$ cat src/rtl/tmr2_params.svh
`ifndef TMR2_PARAMS_SVH
`define TMR2_PARAMS_SVH
// Register byte addresses (printed SFR offsets are multiples of four)
`define TMR2_ADDR_CTRL     12'h0C8
`define TMR2_ADDR_MODE     12'h0CC
`define TMR2_ADDR_CNT_LO   12'h0D0
`define TMR2_ADDR_CNT_HI   12'h0D4
`define TMR2_ADDR_RLD_LO   12'h0D8
`define TMR2_ADDR_RLD_HI   12'h0DC
// Control register fields
`define TMR2_CTRL_OVF      7
`define TMR2_CTRL_EXTF     6
`define TMR2_CTRL_RCLK     5
`define TMR2_CTRL_SERIAL_TX_CLOCK_SELECT     4
`define TMR2_CTRL_EXEN     3
`define TMR2_CTRL_RUN      2
`define TMR2_CTRL_CT       1
`define TMR2_CTRL_CPRL     0
// Mode register fields
`define TMR2_MODE_OE       1
`define TMR2_MODE_DOWN_COUNT_ENABLE     0
`define TMR2_CTRL_RESET    8'h00
`define TMR2_MODE_RESET    2'h0
`define TMR2_CNT_MAX       16'hFFFF
// Prescale divisors from the oscillator clock
`define TMR2_DIV_TIMER     4'hC
`define TMR2_DIV_CLKOUT    4'h2
`define TMR2_ONE           4'h1
`endif

$ cat src/rtl/tmr2_pkg.sv
package tmr2_pkg;
   typedef enum logic [3:0] {
      TMR2_CAPTURE   = 4'h1,
      TMR2_RELOAD    = 4'h2,
      TMR2_UPDOWN    = 4'h4,
      TMR2_BAUD      = 4'h8
   } tmr2_mode_t;
   typedef logic [15:0] tmr2_word_t;
endpackage

$ cat src/rtl/tmr2_pin_if.sv
`timescale 1ns/10ps
interface tmr2_pin_if;
   logic level;
   logic fall;
   modport sync_side (output level, output fall);
   modport user_side (input level, input fall);
endinterface

$ cat src/rtl/tmr2_pin_sync.sv
`timescale 1ns/10ps
module tmr2_pin_sync (
   input  wire logic    clk,
   input  wire logic    rst_b,
   input  wire logic    pin,
   tmr2_pin_if.sync_side sync
);
   logic meta;
   logic stage;
   logic prev;
   // First stage feeds only the second
   always_ff @(posedge clk or negedge rst_b) begin
      if (!rst_b) begin
         meta  <= 1'b1;
         stage <= 1'b1;
         prev  <= 1'b1;
      end else begin
         meta  <= pin;
         stage <= meta;
         prev  <= stage;
      end
   end
   assign sync.level = stage;
   assign sync.fall  = prev & ~stage;
endmodule // tmr2_pin_sync

$ cat src/rtl/tmr2_prescale.sv
`timescale 1ns/10ps
`include "tmr2_params.svh"
module tmr2_prescale (
   input  wire logic       clk,
   input  wire logic       rst_b,
   input  wire logic [3:0] divisor,
   output logic            tick
);
   logic [3:0] cnt;
   wire        wrap = (cnt >= divisor - `TMR2_ONE);
   always_ff @(posedge clk or negedge rst_b) begin
      if (!rst_b) begin
         cnt  <= 4'h0;
         tick <= 1'b0;
      end else begin
         cnt  <= wrap ? 4'h0 : cnt + `TMR2_ONE;
         tick <= wrap;
      end
   end
endmodule // tmr2_prescale

$ cat src/rtl/tmr2_top.sv
// What this block does
// - Count is two cascaded bytes; low byte carries into high byte.
// - Input is oscillator/12 when select clear (oscillator/2 in baud or clock-out use), else external count pin.
// - Count advances only while run control is set.
// - Capture, auto-reload and baud modes chosen by clock and capture bits.
// - Down-count enable clear gives classic reload, set gives up/down.
// - Up/down: direction pin high counts up, low counts down.
// - Up overflow from FFFF sets flag, interrupts, loads reload pair.
// - Down: count equal to reload is underflow; set flag, load FFFF.
// - Up/down: external flag toggles on each wrap, no interrupt.
// - Clock-out mode counts at oscillator/2 from loaded value to overflow.
// - Clock-out overflow reloads from pair and never interrupts.
// - Clock output toggles each overflow, giving 50% duty.
// - Clock output drives the shared count pin when enabled.
// - Baud generation and clock output may run together on one pair.
// - Overflow flag set only with both serial selects clear; software clears.
// - With external enable, outside up/down and baud use, direction pin fall captures or reloads, sets flag.
// - Serial clock selects force auto-reload, ignoring capture select.
// - Counter operation increments on count pin falling edges.
// - Serial clock selects route overflow pulses to the serial port.
//
// The APB interface to the registers was decided locally.
`timescale 1ns/10ps
`include "tmr2_params.svh"
module tmr2_top (
   input  wire logic        SYS_CLK,
   input  wire logic        RST_B,
   input  wire logic        PSEL,
   input  wire logic        PENABLE,
   input  wire logic        PWRITE,
   input  wire logic [11:0] PADDR,
   input  wire logic [31:0] PWDATA,
   output logic      [31:0] PRDATA,
   output logic             PREADY,
   output logic             PSLVERR,
   input  wire logic        COUNT_PIN_IN,
   output logic             COUNT_PIN_OUT,
   output logic             COUNT_PIN_OE,
   input  wire logic        DIRECTION_TRIGGER_PIN,
   output logic             TIMER_IRQ,
   output logic             SERIAL_RX_CLOCK,
   output logic             SERIAL_TX_CLOCK
);
   logic [7:0]           timer_two_control;
   logic [1:0]           timer_two_mode;
   logic [7:0]           count_low_byte;
   logic [7:0]           count_high_byte;
   logic [7:0]           reload_low_byte;
   logic [7:0]           reload_high_byte;
   logic                 clock_out;
   logic                 access_done;
   logic                 tick_osc;
   tmr2_pkg::tmr2_mode_t mode;

   tmr2_pin_if cnt_pin ();
   tmr2_pin_if dir_pin ();

   // Pins are sampled twice before any edge is taken from them
   tmr2_pin_sync u_cnt_sync (
      .clk   (SYS_CLK),
      .rst_b (RST_B),
      .pin   (COUNT_PIN_IN),
      .sync  (cnt_pin.sync_side)
   );
   tmr2_pin_sync u_dir_sync (
      .clk   (SYS_CLK),
      .rst_b (RST_B),
      .pin   (DIRECTION_TRIGGER_PIN),
      .sync  (dir_pin.sync_side)
   );

   // Control fields
   wire external_flag          = timer_two_control[`TMR2_CTRL_EXTF];
   wire serial_rx_clock_select = timer_two_control[`TMR2_CTRL_RCLK];
   wire serial_tx_clock_select = timer_two_control[`TMR2_CTRL_SERIAL_TX_CLOCK_SELECT];
   wire external_enable        = timer_two_control[`TMR2_CTRL_EXEN];
   wire run_control            = timer_two_control[`TMR2_CTRL_RUN];
   wire timer_counter_select   = timer_two_control[`TMR2_CTRL_CT];
   wire capture_reload_select  = timer_two_control[`TMR2_CTRL_CPRL];
   wire clock_output_enable    = timer_two_mode[`TMR2_MODE_OE];
   wire down_count_enable      = timer_two_mode[`TMR2_MODE_DOWN_COUNT_ENABLE];

   wire baud_mode   = serial_rx_clock_select | serial_tx_clock_select;
   // Clock-out needs the internal source; with the select set the pin is an input
   wire clkout_mode = clock_output_enable & ~timer_counter_select;

   // Mode selection; baud beats capture select
   always_comb begin
      case ({baud_mode, capture_reload_select, down_count_enable})
         3'b100:  mode = tmr2_pkg::TMR2_BAUD;
         3'b101:  mode = tmr2_pkg::TMR2_BAUD;
         3'b110:  mode = tmr2_pkg::TMR2_BAUD;
         3'b111:  mode = tmr2_pkg::TMR2_BAUD;
         3'b010:  mode = tmr2_pkg::TMR2_CAPTURE;
         3'b011:  mode = tmr2_pkg::TMR2_CAPTURE;
         3'b001:  mode = tmr2_pkg::TMR2_UPDOWN;
         default: mode = tmr2_pkg::TMR2_RELOAD;
      endcase
   end

   // One-hot taps of the mode
   wire mode_capture = (mode == tmr2_pkg::TMR2_CAPTURE);
   wire mode_reload  = (mode == tmr2_pkg::TMR2_RELOAD);
   wire mode_updown  = (mode == tmr2_pkg::TMR2_UPDOWN);

   // Prescaler: /2 for clock-out and baud, /12 for timer operation
   wire [3:0] divisor = (clkout_mode | baud_mode) ? `TMR2_DIV_CLKOUT : `TMR2_DIV_TIMER;
   tmr2_prescale u_presc (
      .clk     (SYS_CLK),
      .rst_b   (RST_B),
      .divisor (divisor),
      .tick    (tick_osc)
   );

   // A pin fall reaches the counter three clocks late, after the synchroniser
   wire in_pulse = timer_counter_select ? cnt_pin.fall : tick_osc;
   wire advance  = run_control & in_pulse;

   // Sixteen-bit views of the byte pairs
   wire [15:0] count  = {count_high_byte, count_low_byte};
   wire [15:0] reload = {reload_high_byte, reload_low_byte};
   wire        updown = mode_updown & ~clkout_mode;
   wire        go_up  = ~updown | dir_pin.level;

   // Underflow compares against the reload pair, not against zero
   wire at_top      = (count == `TMR2_CNT_MAX);
   wire up_ovf      = advance & go_up & at_top;
   wire down_unf    = advance & ~go_up & (count == reload);
   wire wrap        = up_ovf | down_unf;
   wire [15:0] next_count_up   = count + 16'h0001;
   wire [15:0] next_count_down = count - 16'h0001;

   // External trigger, not in up/down or serial clock use
   wire ext_event   = external_enable & dir_pin.fall & ~updown & ~baud_mode;
   wire do_capture  = ext_event & mode_capture;
   wire ext_reload  = ext_event & mode_reload;

   // Overflow flag only with both serial selects clear
   wire ovf_set  = wrap & ~baud_mode & ~clkout_mode;
   wire extf_tog = wrap & updown;

   // APB decode; ready comes one cycle into the access phase, one wait state
   wire apb_access = PSEL & PENABLE & ~access_done;
   wire apb_wr     = PSEL & PENABLE & PREADY & PWRITE; // Lands at the completing edge
   wire hit_ctrl   = (PADDR == `TMR2_ADDR_CTRL);
   wire hit_mode   = (PADDR == `TMR2_ADDR_MODE);
   wire hit_cnt_lo = (PADDR == `TMR2_ADDR_CNT_LO);
   wire hit_cnt_hi = (PADDR == `TMR2_ADDR_CNT_HI);
   wire hit_rld_lo = (PADDR == `TMR2_ADDR_RLD_LO);
   wire hit_rld_hi = (PADDR == `TMR2_ADDR_RLD_HI);
   wire hit_any    = hit_ctrl | hit_mode | hit_cnt_lo | hit_cnt_hi | hit_rld_lo | hit_rld_hi;
   wire wr_ctrl    = apb_wr & hit_ctrl;
   wire wr_mode    = apb_wr & hit_mode;
   wire wr_cnt_lo  = apb_wr & hit_cnt_lo;
   wire wr_cnt_hi  = apb_wr & hit_cnt_hi;
   wire wr_rld_lo  = apb_wr & hit_rld_lo;
   wire wr_rld_hi  = apb_wr & hit_rld_hi;

   wire [7:0]  wdata       = PWDATA[7:0];
   // Read words; unused upper bits read as zero
   wire [31:0] word_ctrl   = {24'h000000, timer_two_control};
   wire [31:0] word_mode   = {24'h000000, 6'h00, timer_two_mode};
   wire [31:0] word_cnt_lo = {24'h000000, count_low_byte};
   wire [31:0] word_cnt_hi = {24'h000000, count_high_byte};
   wire [31:0] word_rld_lo = {24'h000000, reload_low_byte};
   wire [31:0] word_rld_hi = {24'h000000, reload_high_byte};
   wire [31:0] rdata_mux =
      hit_ctrl   ? word_ctrl :
      hit_mode   ? word_mode :
      hit_cnt_lo ? word_cnt_lo :
      hit_cnt_hi ? word_cnt_hi :
      hit_rld_lo ? word_rld_lo :
      hit_rld_hi ? word_rld_hi : 32'h00000000;

   // Control: hardware set/toggle wins over a software write in the same cycle
   wire [7:0] ctrl_sw = wr_ctrl ? wdata : timer_two_control;
   wire next_ovf  = ovf_set | ctrl_sw[`TMR2_CTRL_OVF];
   wire next_extf = extf_tog ? ~external_flag :
                    (ext_event | ctrl_sw[`TMR2_CTRL_EXTF]);
   wire [7:0] next_ctrl = {next_ovf, next_extf, ctrl_sw[5:0]};

   // Count next value; software write wins over counting
   wire [15:0] next_count_hw =
      up_ovf   ? reload :
      down_unf ? `TMR2_CNT_MAX :
      ext_reload ? reload :
      advance  ? (go_up ? next_count_up : next_count_down) : count;
   wire [7:0] next_cnt_lo = wr_cnt_lo ? wdata : next_count_hw[7:0];
   wire [7:0] next_cnt_hi = wr_cnt_hi ? wdata : next_count_hw[15:8];

   // Capture loads the count into the reload pair
   wire [7:0] next_rld_lo = wr_rld_lo ? wdata : (do_capture ? count_low_byte : reload_low_byte);
   wire [7:0] next_rld_hi = wr_rld_hi ? wdata : (do_capture ? count_high_byte : reload_high_byte);

   // Interrupt on overflow flag, or on external flag outside up/down
   wire        next_irq         = next_ovf | (next_extf & ~updown);
   wire        next_pin_out     = clock_out;
   wire        next_pin_oe      = clkout_mode;
   wire        next_rx_clock    = up_ovf & serial_rx_clock_select;
   wire        next_tx_clock    = up_ovf & serial_tx_clock_select;

   // Mode bits above the two defined ones are not stored
   wire [1:0]  next_mode        = wr_mode ? wdata[1:0] : timer_two_mode;

   // Square wave: toggle per overflow, period 4*(65536-reload) osc cycles
   wire        next_clock_out   = clkout_mode & (up_ovf ^ clock_out);

   // One answer per access; the done bit blocks a second pulse in the cycle right after an answer
   wire        next_access_done = apb_access;
   wire        next_pready      = apb_access;
   wire        next_pslverr     = apb_access & ~hit_any;
   wire [31:0] next_prdata      = (apb_access & ~PWRITE) ? rdata_mux : 32'h00000000;

   // Software-visible registers
   always_ff @(posedge SYS_CLK or negedge RST_B) begin
      if (!RST_B) begin
         timer_two_control <= `TMR2_CTRL_RESET;
      end else begin
         timer_two_control <= next_ctrl;
      end
   end

   always_ff @(posedge SYS_CLK or negedge RST_B) begin
      if (!RST_B) begin
         timer_two_mode <= `TMR2_MODE_RESET;
      end else begin
         timer_two_mode <= next_mode;
      end
   end

   always_ff @(posedge SYS_CLK or negedge RST_B) begin
      if (!RST_B) begin
         count_low_byte <= 8'h00;
      end else begin
         count_low_byte <= next_cnt_lo;
      end
   end

   always_ff @(posedge SYS_CLK or negedge RST_B) begin
      if (!RST_B) begin
         count_high_byte <= 8'h00;
      end else begin
         count_high_byte <= next_cnt_hi;
      end
   end

   always_ff @(posedge SYS_CLK or negedge RST_B) begin
      if (!RST_B) begin
         reload_low_byte <= 8'h00;
      end else begin
         reload_low_byte <= next_rld_lo;
      end
   end

   always_ff @(posedge SYS_CLK or negedge RST_B) begin
      if (!RST_B) begin
         reload_high_byte <= 8'h00;
      end else begin
         reload_high_byte <= next_rld_hi;
      end
   end

   // Clock-out level and pin outputs, all straight from flip-flops
   always_ff @(posedge SYS_CLK or negedge RST_B) begin
      if (!RST_B) begin
         clock_out <= 1'b0;
      end else begin
         clock_out <= next_clock_out;
      end
   end

   always_ff @(posedge SYS_CLK or negedge RST_B) begin
      if (!RST_B) begin
         COUNT_PIN_OUT <= 1'b0;
      end else begin
         COUNT_PIN_OUT <= next_pin_out;
      end
   end

   always_ff @(posedge SYS_CLK or negedge RST_B) begin
      if (!RST_B) begin
         COUNT_PIN_OE <= 1'b0;
      end else begin
         COUNT_PIN_OE <= next_pin_oe;
      end
   end

   always_ff @(posedge SYS_CLK or negedge RST_B) begin
      if (!RST_B) begin
         TIMER_IRQ <= 1'b0;
      end else begin
         TIMER_IRQ <= next_irq;
      end
   end

   always_ff @(posedge SYS_CLK or negedge RST_B) begin
      if (!RST_B) begin
         SERIAL_RX_CLOCK <= 1'b0;
      end else begin
         SERIAL_RX_CLOCK <= next_rx_clock;
      end
   end

   always_ff @(posedge SYS_CLK or negedge RST_B) begin
      if (!RST_B) begin
         SERIAL_TX_CLOCK <= 1'b0;
      end else begin
         SERIAL_TX_CLOCK <= next_tx_clock;
      end
   end

   // APB answer: one access cycle, error on unmapped address
   always_ff @(posedge SYS_CLK or negedge RST_B) begin
      if (!RST_B) begin
         access_done <= 1'b0;
      end else begin
         access_done <= next_access_done;
      end
   end

   always_ff @(posedge SYS_CLK or negedge RST_B) begin
      if (!RST_B) begin
         PREADY <= 1'b0;
      end else begin
         PREADY <= next_pready;
      end
   end

   always_ff @(posedge SYS_CLK or negedge RST_B) begin
      if (!RST_B) begin
         PSLVERR <= 1'b0;
      end else begin
         PSLVERR <= next_pslverr;
      end
   end

   // Read data is registered with the answer, so it stands only while ready is high
   always_ff @(posedge SYS_CLK or negedge RST_B) begin
      if (!RST_B) begin
         PRDATA <= 32'h00000000;
      end else begin
         PRDATA <= next_prdata;
      end
   end
endmodule // tmr2_top

$ cat config.mk
export PLATFORM = sky130hd
export DESIGN_NAME = tmr2_top
export DESIGN_NICKNAME = d
export VERILOG_FILES = /design/src/rtl/tmr2_pkg.sv /design/src/rtl/tmr2_pin_if.sv /design/src/rtl/tmr2_pin_sync.sv /design/src/rtl/tmr2_prescale.sv /design/src/rtl/tmr2_top.sv
export VERILOG_INCLUDE_DIRS = /design/src /design/src/rtl
export SDC_FILE = /design/constraint.sdc
export NUM_CORES = 1
export LEC_CHECK = 0
export BUFFER_PORTS_ARGS = -buffer_cell sky130_fd_sc_hd__clkbuf_2
export CAP_MARGIN = 20
export CORE_ASPECT_RATIO = 0.7
export CORE_MARGIN = 2
export CORE_UTILIZATION = 51
export CTS_CLUSTER_DIAMETER = 40
export DETAILED_ROUTE_END_ITERATION = 16
export PLACE_DENSITY_LB_ADDON = 0.08
export SLEW_MARGIN = 10
export SYNTH_ARGS = -nofsm -noshare
export SYNTH_HDL_FRONTEND = slang
export SYNTH_HIERARCHICAL = 1
export SYNTH_SLANG_ARGS = --single-unit
$ cat constraint.sdc
create_clock -name SYS_CLK -period 3.3 [get_ports SYS_CLK]
set_clock_uncertainty 0.05 [all_clocks]
set_input_delay 0.495 -clock SYS_CLK [delete_from_list [all_inputs] [get_ports SYS_CLK]]
set_output_delay 0.495 -clock SYS_CLK [all_outputs]
set_load 0.01 [all_outputs]
==> out/summary.log <==
[grt] routing usage on met1 0.4075
[clock_tree] Clock Path Buffers 2
[grt] total track usage 0.2675
[run] Max-Cap Viols 0
[timing] TNS Setup 0 ns
[synth] library cell with the highest instance count after synthesis sky130_fd_sc_hd__dfrtp_1
[setup_path] Critical R2R Launch timer_two_control[1]
[placed_design] weighted congestion at the end of routability-driven global placement 0.9148
[timing] relative max-transition margin 0.4874
[clock_tree] clock tree from TritonCTS built
[setup_path] slowest library cell on the worst path sky130_fd_sc_hd__dfrtp_1
[floorplanning] die height 84.69 um
[grt] vias in the first global route 3944
[power] highest ir drop seen on vdd 0.2902 mV
[grt] GR Overflow Total 0
[power] pwr dens 414.9 nW/um2
[final_layout] number of antenna repair diodes 0
[grt] first-pass GRT wire length 20830 um
[floorplanning] standard-cell rows 29
[setup_path] crit path DAT 3.30 ns
[synth] Cell variety after synth 62
[synth] top flip-flop cell by instance count after synthesis sky130_fd_sc_hd__dfrtp_1
[detailed_routing] post-detailed-routing wire length 12650 um
[synth] yosys synthesis warning count 6
[timing] number of failing hold endpoints at the final stage 0
[grt] initial antenna violation count 0
[clock_tree] number of clock buffers inserted by TritonCTS 9
[placed_design] half-perimeter wire length after placement 9509 um
[setup_path] sequence of cells on the critical path nand2b_2, nand4b_1, nor2_2, buf_12, ha_1, and3_1, a221oi_1, buf_4, or3_1, a31oi_1, xor2_1, o221ai_1, o21ai_1
[detailed_routing] number of DRC markers in iteration 0 512
[clock_tree] total number of clock tree sinks 69
[clock_tree] Post-CTS Repair Setup Buffers 0
[timing] smallest setup slack after layout 0.1982 ns
[clock_tree] worst-skew pair later-pin latency 0.34 ns
[synth] largest cells by area after synthesis sky130_fd_sc_hd__dfrtp_1, sky130_fd_sc_hd__a21oi_1, sky130_fd_sc_hd__ha_1
[detailed_routing] DRT Pass-1 Iters 5
[timing] achievable frequency 322.4 MHz
[clock_tree] CTS H-tree lvls 3
[synth] top cells by count, synth sky130_fd_sc_hd__dfrtp_1, sky130_fd_sc_hd__nor2_1, sky130_fd_sc_hd__a21oi_1
[setup_path] Register-to-Register Path Depth 13
[grt] pin count of the biggest net entering global routing 36
[grt] busiest grt layer met1
[synth] async set-or-reset flop fraction in the synthesized netlist 1.000
[synth] gate count of the mapped netlist 532
[floorplanning] ports placed on the boundary 90
[setup_path] launch point of the critical path timer_two_control[1]
[timing] Final period util 0.9400
[timing] Worst Max-Slew Pin Slew 0.7690 ns
[floorplanning] effective utilization at floorplan 0.5250
[grt] met2 GRT Util 0.3851
[run_status] result of the run finished, final reports clean
[timing] number of failing setup endpoints in the final timing report 0
[detailed_routing] number of vias per cell after detailed routing 5.882
[placed_design] number of cells in the design after placement 689
[timing] unrepaired setup endpoints after global routing no
[detailed_routing] post-detailed-route DRC marker count 0
[synth] portion of the post-synthesis area used by sequential elements 0.3656
[power] reported leakage power 2.565 nW
[hold_path] type of the worst min-delay path in2async
[synth] number of flops mapped to enable cells by yosys 0
[placed_design] count of buffers from port buffering 41
[detailed_routing] average wire length per cell after detail routing 17.95 um
[floorplanning] core outline area 9035 um2
[grt] met3 global-route usage 0.05842
[setup_path] Critical Setup Path Class reg2reg
[synth] summed instance area of the synthesized netlist 4743 um2
[clock_tree] number of cells upsized or downsized after cts 0
[detailed_routing] via count 4147
[setup_path] Critical Path Sink Type flip-flop
[synth] number of synthesized register bits 69
[final_layout] proportion of layout cells with a drive suffix above 1 0.1842
[setup_path] critical path fanouts, max 16
[floorplanning] DIE AREA 10100 um2
[synth] Synth area leader sky130_fd_sc_hd__dfrtp_1
[setup_path] largest stage delay on the critical path 0.41 ns
[power] post-layout total power 2.233 mW
[placed_design] pre-CTS setup slack 0.1358 ns
[setup_path] data required time at the worst endpoint 3.50 ns
[final_layout] count of non-filler cells in the finished layout 705
[final_layout] final net count 648
[clock_tree] post-cts hold buffer count 0
[clock_tree] clock-pin transition on the worst setup and hold timing paths 0.06 ns
[timing] Slew Limit Fails 0
[timing] clock period minus final worst setup slack 3.102 ns
[floorplanning] die width 119.3 um
[detailed_routing] Routed Antenna Nets 0
[synth] average instance area after synthesis 8.916 um2
[setup_path] startpoint type of the worst setup path flip-flop
[clock_tree] buffer type at the clock tree root sky130_fd_sc_hd__clkbuf_16
[synth] area fraction of the dominant cell type after synthesis 0.3324
[final_layout] area added between synthesis and finish 13.48%
-- cells in the final DEF (no fill, tap or decap), drive strengths merged, types with 10 or more instances in the layout --
master	Yosys	routed
dfrtp	63	63
nor2	57	57
a21oi	53	53
nand2	51	51
clkbuf	16	50
conb	1	26
o21ai	26	26
mux2i	24	24
ha	20	20
xnor2	18	18
xor2	18	18
o211ai	16	16
buf	32	16
inv	13	15
nor3	13	13
or3	10	10
mux2	10	10
a21o	10	10
-- registers in the layout (all words and copies together) (netlist names), 2 cells and up --
name,count
u_presc/cnt,4
PRDATA,8
reload_low_byte,8
count_low_byte,8
timer_two_control,8
reload_high_byte,8
count_high_byte,8
timer_two_mode,2
-- path summary, 6_finish.rpt --
path,end,slack [ns]
setup / recovery,count_high_byte[4],0.20
hold / removal,COUNT_PIN_OUT,0.18
hold reg to reg,u_cnt_sync/sync.level,0.30
max in group asynchronous,u_dir_sync/sync.level,2.23
min in group SYS_CLK,u_cnt_sync/meta,0.18
setup reg to reg,count_high_byte[4],0.20
-- worst max-delay path, delay by kind of cell, from the launching register on --
family                   cells  cell delay, ns
XOR/XNOR                     1            0.22
AO/OA/AOI/OAI                4            0.64
flip-flops                   1            0.41
AND/OR/NAND/NOR              5            0.99
buffers and inverters        2            0.32
adder cells (fa/ha/maj)      1            0.38
-- metrics by stage --
stage          area, um2  hold WS (ns)    util
2_1_floorplan       4840        0.1494       -
3_3_place_gp        5041        0.2985  0.5580
3_5_place_dp        5041        0.2973  0.5580
4_1_cts             5374        0.1750  0.5948
5_1_grt             5383        0.1707  0.5958
6_report            5383        0.1823  0.5958
-- power breakdown --
group / leakage, nW / switching, mW / internal [mW]
Clock: 0.160 / 0.382 / 0.688
Combinational: 1.65 / 0.141 / 0.103
Sequential: 0.752 / 0.0331 / 0.886
-- area by class of cell --
cell class                      count  area, um2
Clock buffer                       10      239.0
Fill cell                         823       3652
Clock inverter                      6      93.84
Tap cell                          124      155.1
Timing Repair Buffer               56      330.3
Multi-Input combinational cell    427       2781
Sequential cell                    69       1734
Inverter                           13      48.80
-- kinds of logic after synthesis --
kind of cell | synth area share
xor+xnor | 0.06647
flops | 0.3656
compound gates | 0.1802
simple gates | 0.1854
other cells | 0.0007906
fa+ha+maj | 0.05698
mux | 0.07439
buf+inv | 0.07017
-- layer usage --
metal	routed length (um)	vias up
met3	1051	17
met5	0	-
li1	-	1936
met4	154	0
met1	6154	2005
met2	5292	189
(Power assumes the default switching activity.)
